**src/rtl/adts_pkg.sv**
```systemverilog
// Purpose: Constants, register map and types for the conversion trigger sequencer.
// Assumes: 250 MHz system clock; registers are 32-bit words at byte offsets.
// Notes: Times are kept in microseconds and turned into clock counts here.
package adts_pkg;

	// Clock rate and documented times
	localparam real CLK_MHZ          = 250.0;
	localparam real T_DLY_PWM_MIN_US = 0.225;
	localparam real T_DLY_PWM_MAX_US = 0.3;
	localparam real T_DLY_TMR_MIN_US = 0.225;
	localparam real T_DLY_TMR_MAX_US = 0.5;
	localparam real T_DLY_SW_MIN_US  = 0.25;
	localparam real T_DLY_SW_MAX_US  = 0.525;
	localparam real T_CONV_US        = 1.85;
	localparam real T_GAP_MIN_US     = 0.175;
	localparam real T_GAP_PWM_MAX_US = 0.225;
	localparam real T_GAP_SW_MAX_US  = 0.425;

	// Cycle counts: least times rounded up
	localparam int DLY_PWM_CYC = int'($ceil(T_DLY_PWM_MIN_US * CLK_MHZ));
	localparam int DLY_TMR_CYC = int'($ceil(T_DLY_TMR_MIN_US * CLK_MHZ));
	localparam int DLY_SW_CYC  = int'($ceil(T_DLY_SW_MIN_US * CLK_MHZ));
	localparam int CONV_CYC    = int'($ceil(T_CONV_US * CLK_MHZ));
	localparam int GAP_CYC     = int'($ceil(T_GAP_MIN_US * CLK_MHZ));

	// Register byte offsets
	localparam logic [7:0] OFS_CTRL      = 8'h00;
	localparam logic [7:0] OFS_STATUS    = 8'h04;
	localparam logic [7:0] OFS_SOFT_BASE = 8'h08;
	localparam logic [7:0] OFS_CONS_BASE = 8'h14;
	localparam logic [7:0] OFS_TMR_PROG  = 8'h20;
	localparam logic [7:0] OFS_PWM_BASE  = 8'h24;
	localparam logic [7:0] OFS_CMP0      = 8'h3C;
	localparam logic [7:0] OFS_CMP1      = 8'h40;
	localparam logic [7:0] OFS_RES_BASE  = 8'h44;

	// Control fields
	localparam int CTRL_ENABLE_BIT = 0;
	localparam int CTRL_CONST_BIT  = 1;
	localparam int CTRL_SWSTART_BIT = 2;

	// Slot byte fields
	localparam int         SLOT_EN_BIT = 7;
	localparam logic [7:0] SLOT_MASK   = 8'h9F;

	// Comparator control fields
	localparam int CMP_SEL_LSB = 0;
	localparam int CMP_DIR_BIT = 4;
	localparam int CMP_EN_BIT  = 7;
	localparam int CMP_VAL_LSB = 16;

	// Result register fields
	localparam int RES_OVR_BIT   = 30;
	localparam int RES_STORE_BIT = 31;

	// Result slots used by PWM and timer programs, and the no-slot marker
	localparam logic [3:0] RES_PWM_FIRST = 4'hC;
	localparam logic [3:0] RES_TIMER     = 4'hE;
	localparam logic [3:0] SLOT_NONE     = 4'hC;

	// Priority ranks
	localparam logic [2:0] RANK_TIMER = 3'h6;
	localparam logic [2:0] RANK_SOFT  = 3'h7;

	typedef enum logic [1:0] {ST_IDLE, ST_DELAY, ST_CONV, ST_GAP} adts_state_t;
	typedef enum logic [1:0] {KIND_PWM, KIND_TIMER, KIND_SOFT, KIND_CONST} adts_kind_t;

endpackage

```
**src/rtl/adts_sequencer.sv**
```systemverilog
// Purpose: Trigger arbitration, conversion sequencing, result store and monitoring.
// Assumes: Trigger inputs and bus signals are synchronous one-cycle pulses.
// Notes: The analog converter sees a start pulse and channel, returns data at the end.
`timescale 1ns/100ps
`default_nettype none
module adts_sequencer #(
	parameter int NUM_SLOTS = 12,
	parameter int NUM_PWM   = 6,
	parameter int NUM_RES   = 15,
	parameter int RES_W     = 12
) (
	// Clock and reset
	input  wire logic                 clock,
	input  wire logic                 reset,
	// Register port
	input  wire logic [7:0]           reg_addr,
	input  wire logic [31:0]          reg_wdata,
	input  wire logic                 reg_wr,
	input  wire logic                 reg_rd,
	output logic      [31:0]          reg_rdata,
	// Trigger inputs
	input  wire logic [NUM_PWM-1:0]   pwm_trigger,
	input  wire logic                 timer_trigger,
	// Analog converter side
	output logic                      ana_start,
	output logic      [4:0]           ana_select,
	output logic                      ana_busy,
	input  wire logic [RES_W-1:0]     ana_result,
	// Interrupt pulses
	output logic                      compare_a_interrupt,
	output logic                      compare_b_interrupt,
	output logic                      pwm_program_done_interrupt,
	output logic                      software_program_done_interrupt
);
	import adts_pkg::*;

	localparam int CW = 10;

	// Configuration state
	logic                converter_enable_r;
	logic                const_enable_r;
	logic [7:0]          soft_slot_r  [NUM_SLOTS];
	logic [7:0]          const_slot_r [NUM_SLOTS];
	logic [7:0]          pwm_slot_r   [2*NUM_PWM];
	logic [7:0]          tmr_slot_r;
	logic [31:0]         cmp_ctrl_r   [2];
	// Pending requests
	logic [NUM_PWM-1:0]  pwm_pend_r;
	logic                tmr_pend_r;
	logic                soft_pend_r;
	// Running program
	adts_state_t         state_r;
	adts_kind_t          kind_r;
	logic [2:0]          pwm_idx_r;
	logic [2:0]          rank_r;
	logic [3:0]          slot_r;
	logic [CW-1:0]       cnt_r;
	// Results
	logic [RES_W-1:0]    res_data_r  [NUM_RES];
	logic [NUM_RES-1:0]  res_store_r;
	logic [NUM_RES-1:0]  res_ovr_r;
	// Output flops
	logic [31:0]         rdata_r;
	logic                ana_start_r;
	logic [4:0]          ana_select_r;
	logic                ana_busy_r;
	logic [1:0]          cmp_irq_r;
	logic                pwm_done_r;
	logic                soft_done_r;

	// Decoding shared by the bus writes and reads
	logic                wr_ctrl;
	logic                soft_start_wr;
	logic                res_hit;
	logic [3:0]          res_idx_rd;
	logic [NUM_RES-1:0]  res_clr;
	// Arbitration and sequencing
	logic                best_valid;
	logic [2:0]          best_rank;
	adts_kind_t          best_kind;
	logic [2:0]          best_pwm;
	logic [11:0]         best_en;
	logic [3:0]          best_first;
	logic                take;
	logic [11:0]         cur_en;
	logic [3:0]          next_slot;
	logic                store_ev;
	logic                prog_done;
	logic [3:0]          store_idx;
	logic [31:0]         rd_word;

	// First enabled slot at or above a position, SLOT_NONE if none
	function automatic logic [3:0] first_from(input logic [11:0] en, input logic [3:0] from);
		logic [3:0] r;
		r = SLOT_NONE;
		for (int i = 11; i >= 0; i--) begin
			if (en[i] && (4'(i) >= from)) begin
				r = 4'(i);
			end
		end
		return r;
	endfunction

	// Enable vector of a program's slots
	function automatic logic [11:0] prog_en(input adts_kind_t k, input logic [2:0] p);
		logic [11:0] e;
		e = 12'h000;
		for (int i = 0; i < NUM_SLOTS; i++) begin
			if (k == KIND_SOFT) begin
				e[i] = soft_slot_r[i][SLOT_EN_BIT];
			end else if (k == KIND_CONST) begin
				e[i] = const_slot_r[i][SLOT_EN_BIT];
			end
		end
		if (k == KIND_PWM) begin
			e[0] = pwm_slot_r[{p, 1'b0}][SLOT_EN_BIT];
			e[1] = pwm_slot_r[{p, 1'b1}][SLOT_EN_BIT];
		end else if (k == KIND_TIMER) begin
			e[0] = tmr_slot_r[SLOT_EN_BIT];
		end
		return e;
	endfunction

	// Analog input chosen by a slot
	function automatic logic [4:0] slot_sel(input adts_kind_t k, input logic [2:0] p,
		input logic [3:0] s);
		logic [7:0] b;
		unique case (k)
			KIND_PWM:   b = pwm_slot_r[{p, s[0]}];
			KIND_TIMER: b = tmr_slot_r;
			KIND_SOFT:  b = soft_slot_r[s];
			KIND_CONST: b = const_slot_r[s];
		endcase
		return b[4:0];
	endfunction

	// Start delay per trigger kind
	function automatic logic [CW-1:0] start_delay(input adts_kind_t k);
		unique case (k)
			KIND_PWM:   return CW'(DLY_PWM_CYC - 1);
			KIND_TIMER: return CW'(DLY_TMR_CYC - 1);
			default:    return CW'(DLY_SW_CYC - 1);
		endcase
	endfunction

	// Bus decode
	assign wr_ctrl       = reg_wr && (reg_addr == OFS_CTRL);
	assign soft_start_wr = wr_ctrl && reg_wdata[CTRL_SWSTART_BIT] && reg_wdata[CTRL_ENABLE_BIT];
	assign res_hit       = (reg_addr >= OFS_RES_BASE) &&
		(reg_addr < 8'(OFS_RES_BASE + 8'(4 * NUM_RES))) && (reg_addr[1:0] == 2'h0);
	assign res_idx_rd    = 4'((reg_addr - OFS_RES_BASE) >> 2);

	// Highest pending request
	always_comb begin
		best_valid = 1'b0;
		best_rank  = RANK_SOFT;
		best_kind  = KIND_CONST;
		best_pwm   = 3'h0;
		if (soft_pend_r || const_enable_r) begin
			best_valid = 1'b1;
			best_kind  = soft_pend_r ? KIND_SOFT : KIND_CONST;
		end
		if (tmr_pend_r) begin
			best_valid = 1'b1;
			best_rank  = RANK_TIMER;
			best_kind  = KIND_TIMER;
		end
		for (int i = NUM_PWM - 1; i >= 0; i--) begin
			if (pwm_pend_r[i]) begin
				best_valid = 1'b1;
				best_rank  = 3'(i);
				best_kind  = KIND_PWM;
				best_pwm   = 3'(i);
			end
		end
	end

	// Start or preempt; PWM never preempts PWM, equal ranks queue
	assign best_en    = prog_en(best_kind, best_pwm);
	assign best_first = first_from(best_en, 4'h0);
	assign take       = converter_enable_r && best_valid && ((state_r == ST_IDLE) ||
		((best_rank < rank_r) && (rank_r >= RANK_TIMER)));
	assign cur_en     = prog_en(kind_r, pwm_idx_r);
	assign next_slot  = first_from(cur_en, 4'(slot_r + 4'h1));
	assign store_ev   = converter_enable_r && !take && (state_r == ST_CONV) &&
		(cnt_r == '0);
	assign prog_done  = (store_ev && (next_slot == SLOT_NONE)) ||
		(take && (best_first == SLOT_NONE));

	// Result register of the converted slot
	always_comb begin
		unique case (kind_r)
			KIND_PWM:   store_idx = RES_PWM_FIRST + {3'h0, slot_r[0]};
			KIND_TIMER: store_idx = RES_TIMER;
			default:    store_idx = slot_r;
		endcase
	end

	// Configuration registers
	always_ff @(posedge clock or posedge reset) begin
		if (reset) begin
			converter_enable_r <= 1'b0;
			const_enable_r     <= 1'b0;
			tmr_slot_r         <= 8'h00;
			cmp_ctrl_r[0]      <= 32'h0000_0000;
			cmp_ctrl_r[1]      <= 32'h0000_0000;
			for (int i = 0; i < NUM_SLOTS; i++) begin
				soft_slot_r[i]  <= 8'h00;
				const_slot_r[i] <= 8'h00;
				pwm_slot_r[i]   <= 8'h00;
			end
		end else if (reg_wr) begin
			if (reg_addr == OFS_CTRL) begin
				converter_enable_r <= reg_wdata[CTRL_ENABLE_BIT];
				const_enable_r     <= reg_wdata[CTRL_CONST_BIT];
			end
			if (reg_addr == OFS_TMR_PROG) begin
				tmr_slot_r <= reg_wdata[7:0] & SLOT_MASK;
			end
			if (reg_addr == OFS_CMP0) begin
				cmp_ctrl_r[0] <= reg_wdata;
			end
			if (reg_addr == OFS_CMP1) begin
				cmp_ctrl_r[1] <= reg_wdata;
			end
			for (int i = 0; i < NUM_SLOTS; i++) begin
				if (reg_addr == 8'(OFS_SOFT_BASE + 8'(4 * (i / 4)))) begin
					soft_slot_r[i] <= reg_wdata[8*(i%4)+:8] & SLOT_MASK;
				end
				if (reg_addr == 8'(OFS_CONS_BASE + 8'(4 * (i / 4)))) begin
					const_slot_r[i] <= reg_wdata[8*(i%4)+:8] & SLOT_MASK;
				end
				if (reg_addr == 8'(OFS_PWM_BASE + 8'(4 * (i / 2)))) begin
					pwm_slot_r[i] <= reg_wdata[8*(i%2)+:8] & SLOT_MASK;
				end
			end
		end
	end

	// Pending requests; a new request in the clearing cycle wins
	always_ff @(posedge clock or posedge reset) begin
		if (reset) begin
			pwm_pend_r  <= '0;
			tmr_pend_r  <= 1'b0;
			soft_pend_r <= 1'b0;
		end else if (!converter_enable_r) begin
			pwm_pend_r  <= '0;
			tmr_pend_r  <= 1'b0;
			soft_pend_r <= soft_start_wr;
		end else begin
			for (int i = 0; i < NUM_PWM; i++) begin
				if (pwm_trigger[i]) begin
					pwm_pend_r[i] <= 1'b1;
				end else if (take && (best_kind == KIND_PWM) && (best_pwm == 3'(i))) begin
					pwm_pend_r[i] <= 1'b0;
				end
			end
			if (timer_trigger) begin
				tmr_pend_r <= 1'b1;
			end else if (prog_done && (kind_nxt_done() == KIND_TIMER)) begin
				tmr_pend_r <= 1'b0;
			end
			if (soft_start_wr) begin
				soft_pend_r <= 1'b1;
			end else if (prog_done && (kind_nxt_done() == KIND_SOFT)) begin
				soft_pend_r <= 1'b0;
			end
		end
	end

	// Kind of the program that completes in this cycle
	function automatic adts_kind_t kind_nxt_done();
		return take ? best_kind : kind_r;
	endfunction

	// Program sequencer
	always_ff @(posedge clock or posedge reset) begin
		if (reset) begin
			state_r      <= ST_IDLE;
			kind_r       <= KIND_CONST;
			pwm_idx_r    <= 3'h0;
			rank_r       <= RANK_SOFT;
			slot_r       <= 4'h0;
			cnt_r        <= '0;
			ana_start_r  <= 1'b0;
			ana_select_r <= 5'h00;
			ana_busy_r   <= 1'b0;
		end else begin
			ana_start_r <= 1'b0;
			if (!converter_enable_r) begin
				state_r    <= ST_IDLE;
				rank_r     <= RANK_SOFT;
				ana_busy_r <= 1'b0;
			end else if (take) begin
				kind_r    <= best_kind;
				pwm_idx_r <= best_pwm;
				rank_r    <= best_rank;
				slot_r    <= best_first;
				cnt_r     <= start_delay(best_kind);
				state_r   <= (best_first == SLOT_NONE) ? ST_IDLE : ST_DELAY;
				ana_busy_r <= 1'b0;
			end else begin
				unique case (state_r)
					ST_IDLE: begin
						rank_r <= RANK_SOFT;
					end
					ST_DELAY, ST_GAP: begin
						if (cnt_r == '0) begin
							state_r      <= ST_CONV;
							cnt_r        <= CW'(CONV_CYC - 1);
							ana_start_r  <= 1'b1;
							ana_select_r <= slot_sel(kind_r, pwm_idx_r, slot_r);
							ana_busy_r   <= 1'b1;
						end else begin
							cnt_r <= cnt_r - 1'b1;
						end
					end
					ST_CONV: begin
						if (cnt_r == '0) begin
							ana_busy_r <= 1'b0;
							slot_r     <= next_slot;
							if (next_slot == SLOT_NONE) begin
								state_r <= ST_IDLE;
								rank_r  <= RANK_SOFT;
							end else begin
								state_r <= ST_GAP;
								cnt_r   <= CW'(GAP_CYC - 1);
							end
						end else begin
							cnt_r <= cnt_r - 1'b1;
						end
					end
				endcase
			end
		end
	end

	// Result registers with stored and overrun flags
	genvar g;
	generate
		for (g = 0; g < NUM_RES; g++) begin : g_res
			assign res_clr[g] = reg_rd && res_hit && (res_idx_rd == 4'(g));
			always_ff @(posedge clock or posedge reset) begin
				if (reset) begin
					res_data_r[g]  <= '0;
					res_store_r[g] <= 1'b0;
					res_ovr_r[g]   <= 1'b0;
				end else if (store_ev && (store_idx == 4'(g))) begin
					res_data_r[g]  <= ana_result;
					res_store_r[g] <= 1'b1;
					res_ovr_r[g]   <= ~res_clr[g] & (res_ovr_r[g] | res_store_r[g]);
				end else if (res_clr[g]) begin
					res_store_r[g] <= 1'b0;
					res_ovr_r[g]   <= 1'b0;
				end
			end
		end
	endgenerate

	// Monitoring comparators, evaluated on the store itself
	generate
		for (g = 0; g < 2; g++) begin : g_cmp
			always_ff @(posedge clock or posedge reset) begin
				if (reset) begin
					cmp_irq_r[g] <= 1'b0;
				end else begin
					cmp_irq_r[g] <= store_ev && cmp_ctrl_r[g][CMP_EN_BIT] &&
						(store_idx == cmp_ctrl_r[g][CMP_SEL_LSB+:4]) &&
						(cmp_ctrl_r[g][CMP_DIR_BIT] ?
						(ana_result >= cmp_ctrl_r[g][CMP_VAL_LSB+:RES_W]) :
						(ana_result < cmp_ctrl_r[g][CMP_VAL_LSB+:RES_W]));
				end
			end
		end
	endgenerate

	// Program done interrupts
	always_ff @(posedge clock or posedge reset) begin
		if (reset) begin
			pwm_done_r  <= 1'b0;
			soft_done_r <= 1'b0;
		end else begin
			pwm_done_r  <= prog_done && (kind_nxt_done() == KIND_PWM);
			soft_done_r <= prog_done && (kind_nxt_done() == KIND_SOFT);
		end
	end

	// Read multiplexer
	always_comb begin
		rd_word = 32'h0000_0000;
		if (reg_addr == OFS_CTRL) begin
			rd_word[CTRL_ENABLE_BIT] = converter_enable_r;
			rd_word[CTRL_CONST_BIT]  = const_enable_r;
		end else if (reg_addr == OFS_STATUS) begin
			rd_word = {16'h0000, NUM_PWM'(pwm_pend_r), tmr_pend_r, soft_pend_r,
				slot_r, kind_r, state_r};
		end else if (reg_addr == OFS_TMR_PROG) begin
			rd_word[7:0] = tmr_slot_r;
		end else if (reg_addr == OFS_CMP0) begin
			rd_word = cmp_ctrl_r[0] & 32'h0FFF_009F;
		end else if (reg_addr == OFS_CMP1) begin
			rd_word = cmp_ctrl_r[1] & 32'h0FFF_009F;
		end else if (res_hit) begin
			rd_word[RES_W-1:0]    = res_data_r[res_idx_rd];
			rd_word[RES_OVR_BIT]   = res_ovr_r[res_idx_rd];
			rd_word[RES_STORE_BIT] = res_store_r[res_idx_rd];
		end
		for (int i = 0; i < NUM_SLOTS; i++) begin
			if (reg_addr == 8'(OFS_SOFT_BASE + 8'(4 * (i / 4)))) begin
				rd_word[8*(i%4)+:8] = soft_slot_r[i];
			end
			if (reg_addr == 8'(OFS_CONS_BASE + 8'(4 * (i / 4)))) begin
				rd_word[8*(i%4)+:8] = const_slot_r[i];
			end
			if (reg_addr == 8'(OFS_PWM_BASE + 8'(4 * (i / 2)))) begin
				rd_word[8*(i%2)+:8] = pwm_slot_r[i];
			end
		end
	end

	// Read data stands only in the cycle after the strobe
	always_ff @(posedge clock or posedge reset) begin
		if (reset) begin
			rdata_r <= 32'h0000_0000;
		end else begin
			rdata_r <= reg_rd ? rd_word : 32'h0000_0000;
		end
	end

	// Outputs straight from flops
	assign reg_rdata                       = rdata_r;
	assign ana_start                       = ana_start_r;
	assign ana_select                      = ana_select_r;
	assign ana_busy                        = ana_busy_r;
	assign compare_a_interrupt             = cmp_irq_r[0];
	assign compare_b_interrupt             = cmp_irq_r[1];
	assign pwm_program_done_interrupt      = pwm_done_r;
	assign software_program_done_interrupt = soft_done_r;

endmodule
`default_nettype wire

```
**config.mk**
```make
export PLATFORM = sky130hd
export DESIGN_NAME = adts_sequencer
export DESIGN_NICKNAME = d
export VERILOG_FILES = /design/src/rtl/adts_pkg.sv /design/src/rtl/adts_sequencer.sv
export SDC_FILE = /design/constraint.sdc
export NUM_CORES = 1
export LEC_CHECK = 0
export BUFFER_PORTS_ARGS = -buffer_cell sky130_fd_sc_hd__buf_4
export CAP_MARGIN = 20
export CORE_ASPECT_RATIO = 1.4
export CORE_MARGIN = 2
export CORE_UTILIZATION = 45
export DETAILED_ROUTE_END_ITERATION = 8
export PLACE_DENSITY = 0.67
export SLEW_MARGIN = 20
export SYNTH_ARGS = -nofsm -noshare
export SYNTH_HDL_FRONTEND = slang
export SYNTH_SLANG_ARGS = --single-unit
export TNS_END_PERCENT = 50
```
**constraint.sdc**
```tcl
create_clock -name clock -period 17.1 [get_ports clock]
set_input_delay 1.71 -clock clock [delete_from_list [all_inputs] [get_ports clock]]
set_output_delay 1.71 -clock clock [all_outputs]
set_load 0.01 [all_outputs]
```
==> summary.md <==
| Metric | Value |
|---|---|
| Outcome | finished clean |
| Setup TNS | 0 ps |
| Fin crit period | 5690 ps |
| Area of the multi-input gates | 13600 um2 |
| Max Cap Viol | 0 |
| Drt via density | about 6.4 |
| Synth-to-Final Area Change | 12.6% |
| DP HPWL | ~68000 um |
| Hold Slack | 485 ps |
| Main flop type after synthesis | dfrtp_1 |
| Crit path depth | 11 |
| Final GP Congestion | roughly 1 |
| Synth top area cells | dfrtp_1, mux2_2, mux4_2 |
| Routed WL | approximately 96000 um |
| CP Cell Sequence | buf_4 -> inv_1 -> ha_2 -> buf_4 -> nor2b_1 -> buf_4 -> a221oi_1 -> nor4_1 -> a2111oi_0 -> or4_1 -> a31oi_1 |
| Gr busiest metal | met2 |
| GRT Util Overall | approximately 30% |
| Cell area after synthesis | between 20000 and 30000 um2 |
| Max Freq | roughly 180 MHz |
| Leakage Power | between 10 and 15 nW |
| Startpoint Class | primary input |
| GR Util met3 | ~5.4% |
| Synth Instances | about 2300 |
| CP peak stage delay | just under 700 ps |
| Initial Util | 45.4% |
| Most frequent CP cell | buf_4 |
| Die span in y | between 200 and 300 um |
| Yosys reg bits | ~540 |
| Critical path's top delay family | buffers and inverters |
| Reg2Reg Depth | 12 |
| Postcts setup bufs | 0 |
| Global route total overflow | 0 |
| DR vias | 20723 |
| Commonest non-fill, non-tap cell in the layout | dfrtp_1 |
| Reg clk slew, reported paths | about 70 ps |
| CTS buffer count | 55 |
| Async S/R FF share, synth | between 90% and 100% |
| Chip Width | ~210 um |
| Syn_area_per_cell | about 12 um2 |
| Most frequent cells in the layout | dfrtp_1, mux2_2, nand2_1 |
| H-tree level count | 2 |
| CTS root buf | clkbuf_16 |
| Vias in the first global route | about 21000 |
| CP max FO | 44 |
| Hold buffer count at CTS | 0 |
| Max Transition Viols Final | 0 |
| Wirelength per Cell | between 20 and 30 um |
| Clk Latency, worst-skew pair | around 650 ps |
| CP Data Required Time | 17630 ps |
| CP max stage cell | ha_2 |
| Post-synthesis sequential area ratio | roughly half |
| DIE AREA | roughly 64000 um2 |
| Core box area | ~60000 um2 |
| Rel. slew slack | 19.0% |
| Critical path type | in -> reg |
| Cells on Worst Hold Path | 2 |
| Worst min path class | reg -> reg |
| Fill cells | 5414 |
| CTS Buffer Depth | 3 |
| Row count | roughly 110 |
| Nets | roughly 2500 |
| Synth cell types | 88 |
| Num Clock Sinks | 544 |
| Final Hold Viols | 0 |
| Yosys top cell area share | between 40% and 50% |
| Crit share post-route | around 33% |
| # port buffers | 98 |
| Setup violators final | 0 |
| VDD IR max | around 95 uV |
| WP buf/inv | 4 |
| Pin count of the biggest net entering global routing | around 180 |
| Layout cell share with drive strength beyond 1 | 33.5% |
| FF+latch area | between 10000 and 15000 um2 |
| Post-DRT Antenna Nets | 0 |
| Met2 Use GR | about half |
| Pwr per Cell Area | between 90 and 100 nW/um2 |
| Syn Nets | about 2400 |
| CP arrival | slightly above 6000 ps |
| Met1 Use GR | about 34% |
| EDFF count, synth | 0 |
| Worst slew pin tran | ~1200 ps |
| Initial antenna violation count | 9 |
| Router iterations before antenna repair | 7 |
| First-pass GRT wire length | between 100000 and 150000 um |
| RSZ-0062 raised after global routing | no |
| Clk_skew | around 40 ps |
| Synth warn | 0 |
| CTS tree | built |
| Initial DRC Count | ~2100 |
| # IOs | 106 |
| Drc violations | 0 |
| CTS-repair resized insts | 0 |
| Yosys top cell by area | dfrtp_1 |
| Critical Path End Type | register |
[where the power goes]
group | switching, mW | internal, mW | leakage (nW)
Combinational | 0.241 | 0.141 | 6.17
Sequential | 0.0547 | 1.34 | 7.22
Clock | 0.543 | 0.729 | 0.914
[Yosys cell counts (17+ instances only)]
library cell	number
a211oi_1	17
a21oi_1	96
a221oi_1	30
clkbuf_1	121
dfrtp_1	539
ha_1	36
inv_1	50
mux2_1	27
mux2_2	428
mux2i_1	20
mux4_2	94
nand2_1	159
nand2b_1	24
nand3_1	34
nor2_1	137
nor3_1	29
o21ai_0	117
o22ai_1	38
[worst register-to-register path: stages, from the launching register on]
cell and delay [ps]:
dfrtp_1 560, or4_1 690, inv_2 110, nand2_1 140, nand2_1 120, ha_1 170
o21a_1 130, o22ai_1 80, o21ai_1 810, nand3_2 420, nor2_2 310, nand3_1 820
mux2_2 600
[per-layer routing]
metal  vias to the layer above  wire length, um
met3                       291             5640
met2                       825            47400
met1                     10761            35100
met4                        12             7470
met5                         -               75
li1                       8834                -
[metrics by stage]
stage	instances	total power [mW]	instance area [um2]	worst slack [ps]	util (%)
after floorplan	2331	1.65	28000	191	-
after global placement	3143	1.78	29600	10800	47.9
after detailed placement	3144	1.79	29600	10800	47.9
after CTS	3248	3.06	31500	11470	51.0
after global routing	3251	3.16	31500	11250	51.1
final	3253	3.05	31500	11410	51.1
[state kept, by name, indices dropped and copies added (netlist names), 2 cells and up]
name          flops
soft_slot_r      72
cnt_r            10
res_ovr_r        15
res_data_r      180
res_store_r      15
ana_select        5
pwm_idx_r         3
slot_r            4
const_slot_r     72
pwm_slot_r       72
rank_r            3
kind_r            2
state_r           2
pwm_pend_r        6
cmp_ctrl_r       36
tmr_slot_r        6
reg_rdata        31
[cell type report]
type,count,area share (%)
Inverter,52,0.658
Sequential cell,544,43.2
Timing Repair Buffer,146,3.63
Clock inverter,28,1.15
Antenna cell,4,0.0317
Multi-Input combinational cell,1578,43.2
Clock buffer,76,4.90
Tap cell,825,3.27
[cell families (layout without fill, tap and decap cells)]
| kind of cell | count (synthesis) | in the layout | share of synthesized area (%) |
|---|---|---|---|
| adder cells (fa/ha/maj) | 36 | 36 | 1.61 |
| flip-flops | 544 | 544 | 48.6 |
| other | 1 | 5 | 0.0134 |
| AO/OA/AOI/OAI | 465 | 465 | 11.1 |
| XOR/XNOR | 9 | 9 | 0.281 |
| multiplexers | 574 | 574 | 26.8 |
| AND/OR/NAND/NOR | 493 | 493 | 8.62 |
| buffers and inverters | 209 | 302 | 2.97 |
[final timing paths]
path	start	endpoint	slack (ps)
max in group asynchronous	reset	slot_r[1]	13760
worst max register to register	pwm_pend_r[2]	res_data_r[118]	11970
worst max-delay path	reg_addr[2]	reg_rdata[1]	11410
min in group asynchronous	reset	res_data_r[149]	1240
worst min register to register	ana_select[0]	ana_select[0]	480
worst min-delay path	ana_select[0]	ana_select[0]	480
Power figures use the tool's default switching activity.
